<file path="src/rtl/bsi_defs.svh">
`ifndef BSI_DEFS_SVH
`define BSI_DEFS_SVH

// host i/o port addresses
`define BSI_ADDR_JUMPER 16'h00E0
`define BSI_ADDR_IDENT 16'h00E1

// jumper status fields
`define BSI_FW_SEL_BIT 5
`define BSI_GEN_IN_BIT 0

// identification fields
`define BSI_PROD_MSB 7
`define BSI_PROD_LSB 3
`define BSI_REV_MSB 2
`define BSI_REV_LSB 1
`define BSI_EXT_TEMP_BIT 0

// identification values; the product code is arbitrary
`define BSI_PRODUCT_CODE 5'h05
`define BSI_REV_CURRENT 2'h0

// read data before the first read
`define BSI_RDATA_RESET 8'h00

// interrupt sources and lines
`define BSI_NUM_SRC 15
`define BSI_NUM_LINES 16
`define BSI_CASCADE_LINE 2

// default line of each source
`define BSI_IRQ_TIMER0 4'h0
`define BSI_IRQ_KEYBOARD 4'h1
`define BSI_IRQ_COM2 4'h3
`define BSI_IRQ_COM1 4'h4
`define BSI_IRQ_FLOPPY 4'h6
`define BSI_IRQ_RTC 4'h8
`define BSI_IRQ_PCI 4'hB
`define BSI_IRQ_MOUSE 4'hC
`define BSI_IRQ_FPU 4'hD
`define BSI_IRQ_DISK 4'hE
`define BSI_IRQ_NONE 4'h0

// lines a routing group may use
`define BSI_GRPA_ALLOWED 16'h8EB8
`define BSI_GRPB_ALLOWED 16'h84B8

`endif

</file>
<file path="src/rtl/bsi_pkg.sv">
`include "bsi_defs.svh"

package bsi_pkg;

    typedef logic [3:0] bsi_line_t;
    typedef logic [`BSI_NUM_LINES-1:0] bsi_mask_t;

    typedef struct packed {
        logic en;
        bsi_line_t line;
    } bsi_route_s;

    typedef bsi_route_s [`BSI_NUM_SRC-1:0] bsi_route_t;

    typedef enum logic [3:0] {
        BSI_SRC_TIMER0,
        BSI_SRC_KEYBOARD,
        BSI_SRC_COM2,
        BSI_SRC_COM1,
        BSI_SRC_FLOPPY,
        BSI_SRC_RTC,
        BSI_SRC_PCI,
        BSI_SRC_MOUSE,
        BSI_SRC_FPU,
        BSI_SRC_DISK,
        BSI_SRC_COM3,
        BSI_SRC_COM4,
        BSI_SRC_LPT,
        BSI_SRC_GP_TIMER,
        BSI_SRC_WATCHDOG
    } bsi_src_e;

    localparam bsi_route_s BSI_DEFAULT_ROUTE [0:`BSI_NUM_SRC-1] = '{
        '{1'b1, `BSI_IRQ_TIMER0},
        '{1'b1, `BSI_IRQ_KEYBOARD},
        '{1'b1, `BSI_IRQ_COM2},
        '{1'b1, `BSI_IRQ_COM1},
        '{1'b1, `BSI_IRQ_FLOPPY},
        '{1'b1, `BSI_IRQ_RTC},
        '{1'b1, `BSI_IRQ_PCI},
        '{1'b1, `BSI_IRQ_MOUSE},
        '{1'b1, `BSI_IRQ_FPU},
        '{1'b1, `BSI_IRQ_DISK},
        '{1'b0, `BSI_IRQ_NONE},
        '{1'b0, `BSI_IRQ_NONE},
        '{1'b0, `BSI_IRQ_NONE},
        '{1'b0, `BSI_IRQ_NONE},
        '{1'b0, `BSI_IRQ_NONE}
    };

    // fixed sources may only sit on their default line
    localparam bsi_mask_t BSI_ALLOWED [0:`BSI_NUM_SRC-1] = '{
        bsi_mask_t'(16'h0001 << `BSI_IRQ_TIMER0),
        bsi_mask_t'(16'h0001 << `BSI_IRQ_KEYBOARD),
        `BSI_GRPA_ALLOWED,
        `BSI_GRPA_ALLOWED,
        bsi_mask_t'(16'h0001 << `BSI_IRQ_FLOPPY),
        bsi_mask_t'(16'h0001 << `BSI_IRQ_RTC),
        `BSI_GRPA_ALLOWED,
        bsi_mask_t'(16'h0001 << `BSI_IRQ_MOUSE),
        bsi_mask_t'(16'h0001 << `BSI_IRQ_FPU),
        bsi_mask_t'(16'h0001 << `BSI_IRQ_DISK),
        `BSI_GRPB_ALLOWED,
        `BSI_GRPB_ALLOWED,
        `BSI_GRPB_ALLOWED,
        `BSI_GRPA_ALLOWED,
        `BSI_GRPA_ALLOWED
    };

endpackage : bsi_pkg

</file>
<file path="src/rtl/bsi_irq_if.sv">
`timescale 1ns/1ps
`include "bsi_defs.svh"

interface bsi_irq_if;
    import bsi_pkg::*;

    logic [`BSI_NUM_SRC-1:0] src_req;
    logic cfg_en;
    bsi_route_t route_cfg;
    bsi_mask_t irq_lines;

    modport top (
        output src_req,
        output cfg_en,
        output route_cfg,
        input irq_lines
    );

    modport router (
        input src_req,
        input cfg_en,
        input route_cfg,
        output irq_lines
    );

endinterface : bsi_irq_if

</file>
<file path="src/rtl/bsi_irq_router.sv">
`timescale 1ns/1ps
`include "bsi_defs.svh"

module bsi_irq_router
    import bsi_pkg::*;
(
    bsi_irq_if.router bus
);

    bsi_route_s eff [0:`BSI_NUM_SRC-1];
    logic [`BSI_NUM_SRC-1:0] hit;
    logic [`BSI_NUM_SRC-1:0] match [0:`BSI_NUM_LINES-1];
    bsi_mask_t raw;

    for (genvar s = 0; s < `BSI_NUM_SRC; s++)
    begin : g_src
        logic legal;
        // group masks apply
        // an illegal choice falls back to the default route; for sources 10..14 that default is disabled, so the source is dropped
        assign legal = BSI_ALLOWED[s][bus.route_cfg[s].line];
        assign eff[s] = (bus.cfg_en && (legal || !bus.route_cfg[s].en)) ? bus.route_cfg[s]
                                                                          : BSI_DEFAULT_ROUTE[s];
        assign hit[s] = bus.src_req[s] && eff[s].en;
    end

    for (genvar l = 0; l < `BSI_NUM_LINES; l++)
    begin : g_line
        for (genvar s = 0; s < `BSI_NUM_SRC; s++)
        begin : g_cell
            assign match[l][s] = hit[s] && (eff[s].line == bsi_line_t'(l));
        end
        assign raw[l] = |match[l];
    end

    always_comb
    begin
        bus.irq_lines = raw;
        bus.irq_lines[`BSI_CASCADE_LINE] = raw[`BSI_CASCADE_LINE] | (|raw[15:8]);
    end

endmodule : bsi_irq_router

</file>
<file path="src/rtl/bsi_regs.sv">
`timescale 1ns/1ps
`include "bsi_defs.svh"

module bsi_regs
    import bsi_pkg::*;
(
    // clock and reset
    input wire logic clk_i,
    input wire logic rst_i,
    // host i/o bus
    input wire logic [15:0] io_addr_i,
    input wire logic io_rd_i,
    input wire logic io_wr_i,
    input wire logic [7:0] io_wdata_i,
    output logic io_sel_o,
    output logic io_ack_o,
    output logic [7:0] io_rdata_o,
    // board jumpers and straps
    input wire logic firmware_select_jumper_i,
    input wire logic general_input_jumper_i,
    input wire logic ext_temp_strap_i,
    // interrupt routing
    input wire logic [`BSI_NUM_SRC-1:0] irq_src_i,
    input wire logic route_override_i,
    input wire bsi_pkg::bsi_route_t route_cfg_i,
    output logic [`BSI_NUM_LINES-1:0] irq_o
);

    import bsi_pkg::*;

    typedef struct packed {
        logic [7:0] rdata;
        logic ack;
        logic strap_taken;
        logic extended_temperature_flag;
        logic [`BSI_NUM_LINES-1:0] irq;
    } bsi_state_s;

    bsi_state_s state_q;
    bsi_state_s state_d;

    bsi_irq_if irq_bus ();

    logic hit_jumper;
    logic hit_ident;
    logic [7:0] jumper_status;
    logic [7:0] board_identification;
    logic unused_wdata;

    // routing lives in its own module so the register decode stays small
    bsi_irq_router u_router (
        .bus(irq_bus.router)
    );

    assign irq_bus.src_req = irq_src_i;
    assign irq_bus.cfg_en = route_override_i;
    assign irq_bus.route_cfg = route_cfg_i;

    assign hit_jumper = (io_addr_i == `BSI_ADDR_JUMPER);
    assign hit_ident = (io_addr_i == `BSI_ADDR_IDENT);

    // write data has nowhere to go: every bit here is read-only or reserved
    assign unused_wdata = ^io_wdata_i;

    always_comb
    begin
        jumper_status = 8'h00;
        jumper_status[`BSI_FW_SEL_BIT] = firmware_select_jumper_i;
        jumper_status[`BSI_GEN_IN_BIT] = general_input_jumper_i;
    end

    always_comb
    begin
        board_identification = 8'h00;
        board_identification[`BSI_PROD_MSB:`BSI_PROD_LSB] = `BSI_PRODUCT_CODE;
        board_identification[`BSI_REV_MSB:`BSI_REV_LSB] = `BSI_REV_CURRENT;
        board_identification[`BSI_EXT_TEMP_BIT] = state_q.extended_temperature_flag;
    end

    always_comb
    begin
        state_d = state_q;
        state_d.ack = 1'b0;

        // strap is caught on the first edge after reset release, then frozen
        if (!state_q.strap_taken)
        begin
            state_d.strap_taken = 1'b1;
            state_d.extended_temperature_flag = ext_temp_strap_i;
        end

        if (io_rd_i && hit_jumper)
        begin
            state_d.rdata = jumper_status;
            state_d.ack = 1'b1;
        end
        else if (io_rd_i && hit_ident)
        begin
            state_d.rdata = board_identification;
            state_d.ack = 1'b1;
        end
        else if (io_wr_i && (hit_jumper || hit_ident))
        begin
            state_d.ack = 1'b1;
        end

        state_d.irq = irq_bus.irq_lines;
    end

    always_ff @(posedge clk_i or posedge rst_i)
    begin
        if (rst_i)
        begin
            state_q.rdata <= `BSI_RDATA_RESET;
            state_q.ack <= 1'b0;
            state_q.strap_taken <= 1'b0;
            state_q.extended_temperature_flag <= 1'b0;
            state_q.irq <= '0;
        end
        else
        begin
            state_q <= state_d;
        end
    end

    // other devices share the i/o space, so an unmapped port just gets no select
    assign io_sel_o = hit_jumper || hit_ident;
    assign io_ack_o = state_q.ack;
    assign io_rdata_o = state_q.rdata;
    assign irq_o = state_q.irq;

endmodule : bsi_regs

</file>
<file path="config.mk">
export PLATFORM = sky130hd
export DESIGN_NAME = bsi_regs
export DESIGN_NICKNAME = d
export VERILOG_FILES = /design/src/rtl/bsi_pkg.sv /design/src/rtl/bsi_irq_if.sv /design/src/rtl/bsi_irq_router.sv /design/src/rtl/bsi_regs.sv
export VERILOG_INCLUDE_DIRS = /design/src /design/src/rtl
export SDC_FILE = /design/constraint.sdc
export NUM_CORES = 1
export LEC_CHECK = 0
export ABC_AREA = 1
export BUFFER_PORTS_ARGS = -buffer_cell sky130_fd_sc_hd__buf_2
export CAP_MARGIN = 20
export CORE_MARGIN = 1.5
export CORE_UTILIZATION = 43
export DETAILED_ROUTE_END_ITERATION = 8
export GPL_ROUTABILITY_DRIVEN = 0
export GPL_TIMING_DRIVEN = 1
export PLACE_DENSITY = 0.82
export SYNTH_ARGS = -nofsm -noshare
export SYNTH_HDL_FRONTEND = slang
export SYNTH_SLANG_ARGS = --single-unit
</file>
<file path="constraint.sdc">
create_clock -name clk_i -period 1.05 [get_ports clk_i]
set_input_delay 0.105 -clock clk_i [delete_from_list [all_inputs] [get_ports clk_i]]
set_output_delay 0.105 -clock clk_i [all_outputs]
set_load 0.02 [all_outputs]
</file>
==> qor.csv <==
stage,metric,value,unit
global_routing,"Remaining Overflow, GRT",0,
floorplanning,Die X,75.5,um
route,total wire length,8070,um
critical_path,critical path launch point type,primary input,
final_layout,final std cells w/o fill,632,
synthesis,share of the yosys chip area belonging to registers,0.243,
synthesis,Post-synth EDFFs,0,
final_layout,layout overhead on the synthesized area,71.3,%
synthesis,Cells after Synth,378,
place,"number of placed instances, taps included",614,
critical_path,CP Launch Point,route_override_i,
final_layout,area taken by multi-input logic gates,1530,sq um
pwr,Tot Pwr,2600,uW
critical_path,cell seen most often among critical-path stages,nor2_1,
synthesis,Seq cells post-synth,22,
critical_path,critical-path maximum fanout,4,
pwr,Power Density,670,nW/um^2
pwr,net switching power,867,uW
sta,minimum clock period,1.08,ns
critical_path,CP max stage cell,o21a_4,
pwr,share of power burned in registers,0.349,
synthesis,synth top area cells,"dfrtp_1, nand2_1, inv_1",
route,DR vias/cell,5.04,
synthesis,Synth Cell Area,2260,sq um
place,Port Buffers,106,
global_routing,largest net degree at the start of global routing,23,
global_routing,antenna violations before repair,0,
sta,Final Cycle Share,1.03,
pwr,Net Sw Frac,0.334,
synthesis,async set or reset register ratio after synthesis,1.00,
clock_tree,clk slew on worst S/H paths,0.06,ns
clock_tree,clock sink count,22,
hold_path,Hold Startpoint,irq_src_i[4],
sta,Final setup viols,2,
pwr,Gate power share,0.470,
critical_path,CP arrival,1.21,ns
route,via count,3185,
floorplanning,area of the die,5700,sq um
critical_path,CP Data Required Time,1.18,ns
pwr,VDD IR-drop max,0.000443,V
synthesis,top-count cell post-synth,nand2_1,
final_layout,Nets,686,
global_routing,first-pass GRT wire length,11500,um
critical_path,crit-path cells,buf_2 -> inv_4 -> o21a_4 -> inv_2 -> nor2_1 -> a21oi_2 -> nand2_1 -> nor2_1 -> nand2_1 -> nor2_1 -> nand4_1,
pwr,Pleak,0.00222,uW
place,Setup WS pre-CTS,-0.402,ns
critical_path,CP endpoint kind,flop,
final_layout,ratio of cells with drive above 1 in the final layout,0.528,
sta,fmax,0.926,GHz
sta,clock skew,0.00148,ns
pwr,Clock power frac,0.181,
clock_tree,worst skew pair latency,0.25,ns
flow_run,max_cap viols,0,
critical_path,FF-to-FF Start,state_q[17]$_DFF_PP0_,
pwr,Pint,1730,uW
sta,WHS,0.0682,ns
clock_tree,root buf cell,clkbuf_8,
route,Routed Antenna Nets,0,
floorplanning,Initial Util,0.446,
sta,Final Max Tran Viols,0,
floorplanning,Die H,75.5,um
place,dpl cell area,3330,sq um
run_status,run status,"finished, violations left",
final_layout,Reg area,551,sq um
route,drt first pass iters,4,
sta,final hold violation count,0,
critical_path,flop-to-flop setup slack,0.28,ns
global_routing,GRT Overall Usage,0.259,
sta,RSZ-0062 raised after global routing,true,
final_layout,Finished Cell Area,3870,sq um
synthesis,Yosys warnings,0,
clock_tree,CTS buffer count,3,
synthesis,Synth area leader,dfrtp_1,
synthesis,Mean Syn Cell Area,5.98,sq um
synthesis,Main synth FF type,dfrtp_1,
run_status,violated checks,negative setup slack,
route,Residual DRC,0,
floorplanning,core region area,5070,sq um
final_layout,Antenna diodes,0,
place,DP HPWL,5950,um
sta,PnR worst setup slack,-0.0298,ns
hold_path,min-delay worst type,in -> reg,
final_layout,filler cell count,368,
synthesis,Synth top area share,0.243,
synthesis,synth unique cells,29,
critical_path,Worst path max stage delay,0.22,ns
clock_tree,H-tree levels,1,
route,Routed wire per std cell,12.8,um
route,First DRT Iteration DRCs,126,
global_routing,vias in the first global route,2858,
clock_tree,CTS tree,done,
floorplanning,# IOs,148,
critical_path,"Worst Path Class, Setup",in -> reg,
floorplanning,standard-cell rows,26,
clock_tree,Max clock buf depth,2,
synthesis,commonest cells in the netlist,"nand2_1, inv_1, nor2_1",
==> metrics by stage <==
| stage | util | TNS (ns) |
|---|---|---|
| 3_5_place_dp | 0.657 | -3.52 |
| 2_1_floorplan | - | -0.241 |
| 3_3_place_gp | 0.657 | -2.80 |
| 6_report | 0.764 | -0.0314 |
| 4_1_cts | 0.711 | -0.172 |
| 5_1_grt | 0.764 | -0.325 |
==> power by group through the flow <==
stage	clock, uW	sequential, uW	combinational (uW)
floorplan	0	921	508
global placement	0	921	959
detailed placement	0	922	990
CTS	490	906	1080
global route	532	911	1320
finish	470	906	1220
==> what timing repair did <==
action | in CTS | in global routing
resized for setup | 50 | 75
pin swaps | 31 | 40
setup buffers | 8 | 7
endpoints found under the setup margin | 8 | 12
endpoints found under the hold margin | 22 | 0
hold buffers | 1 | 0
==> worst paths after layout <==
path / end / cells after the start
min: irq_o[6]$_DFF_PP0_ / 2
min reg2reg: board_identification[0]$_DFFE_PP0N_ / 1
max in group asynchronous: io_rdata_o[0]$_DFFE_PP0P_ / 4
max reg2reg: board_identification[0]$_DFFE_PP0N_ / 1
max: irq_o[2]$_DFF_PP0_ / 11
min in group asynchronous: irq_o[0]$_DFF_PP0_ / 4
==> area by class of cell <==
cell class / instances / area share
multi-input cells: 264 / 0.395
repair buffers: 206 / 0.362
flip-flops and latches: 22 / 0.142
inverters: 67 / 0.0681
well taps: 70 / 0.0226
clock buffers: 3 / 0.0107
==> routing by layer <==
| layer | global-route usage | vias up | part of all wire |
|---|---|---|---|
| met5 | 0 | - | 0 |
| met4 | 0.117 | 0 | 0.038 |
| met3 | 0.0304 | 27 | 0.072 |
| met2 | 0.496 | 144 | 0.51 |
| met1 | 0.282 | 1438 | 0.38 |
| li1 | - | 1576 | - |
==> placed cells by master (no fill, tap or decap), types with 4 or more instances in the layout <==
cell,instances
nand3_2,8
nor2_2,10
nand4_1,36
o21ai_0,5
buf_6,15
or2_2,4
inv_2,18
dfrtp_1,22
inv_1,45
buf_2,90
buf_4,97
nor2_1,40
o21a_1,7
nor3_1,9
nand2_4,7
nand3_1,26
nand2_1,57
nand2_2,18
conb_1,6
==> worst max-delay path, delay by kind of cell <==
kind | cells | cell delay [ns]
simple gates | 6 | 0.46
compound gates | 2 | 0.37
buf+inv | 3 | 0.28
==> sequential cells by signal (all words and copies together), names as in the netlist <==
register,count
io_ack_o,1
irq_o,16
state_q,1
board_identification,1
io_rdata_o,3
==> cells by family after synthesis <==
kind of cell | Yosys count | synth area share
AOI/OAI and AO/OA | 30 | 0.0885
muxes | 1 | 0.00498
DFF | 22 | 0.243
buffers and inverters | 96 | 0.205
and+or+nand+nor | 227 | 0.455
other | 2 | 0.00332
No activity file was read; power rests on OpenSTA's default activity.
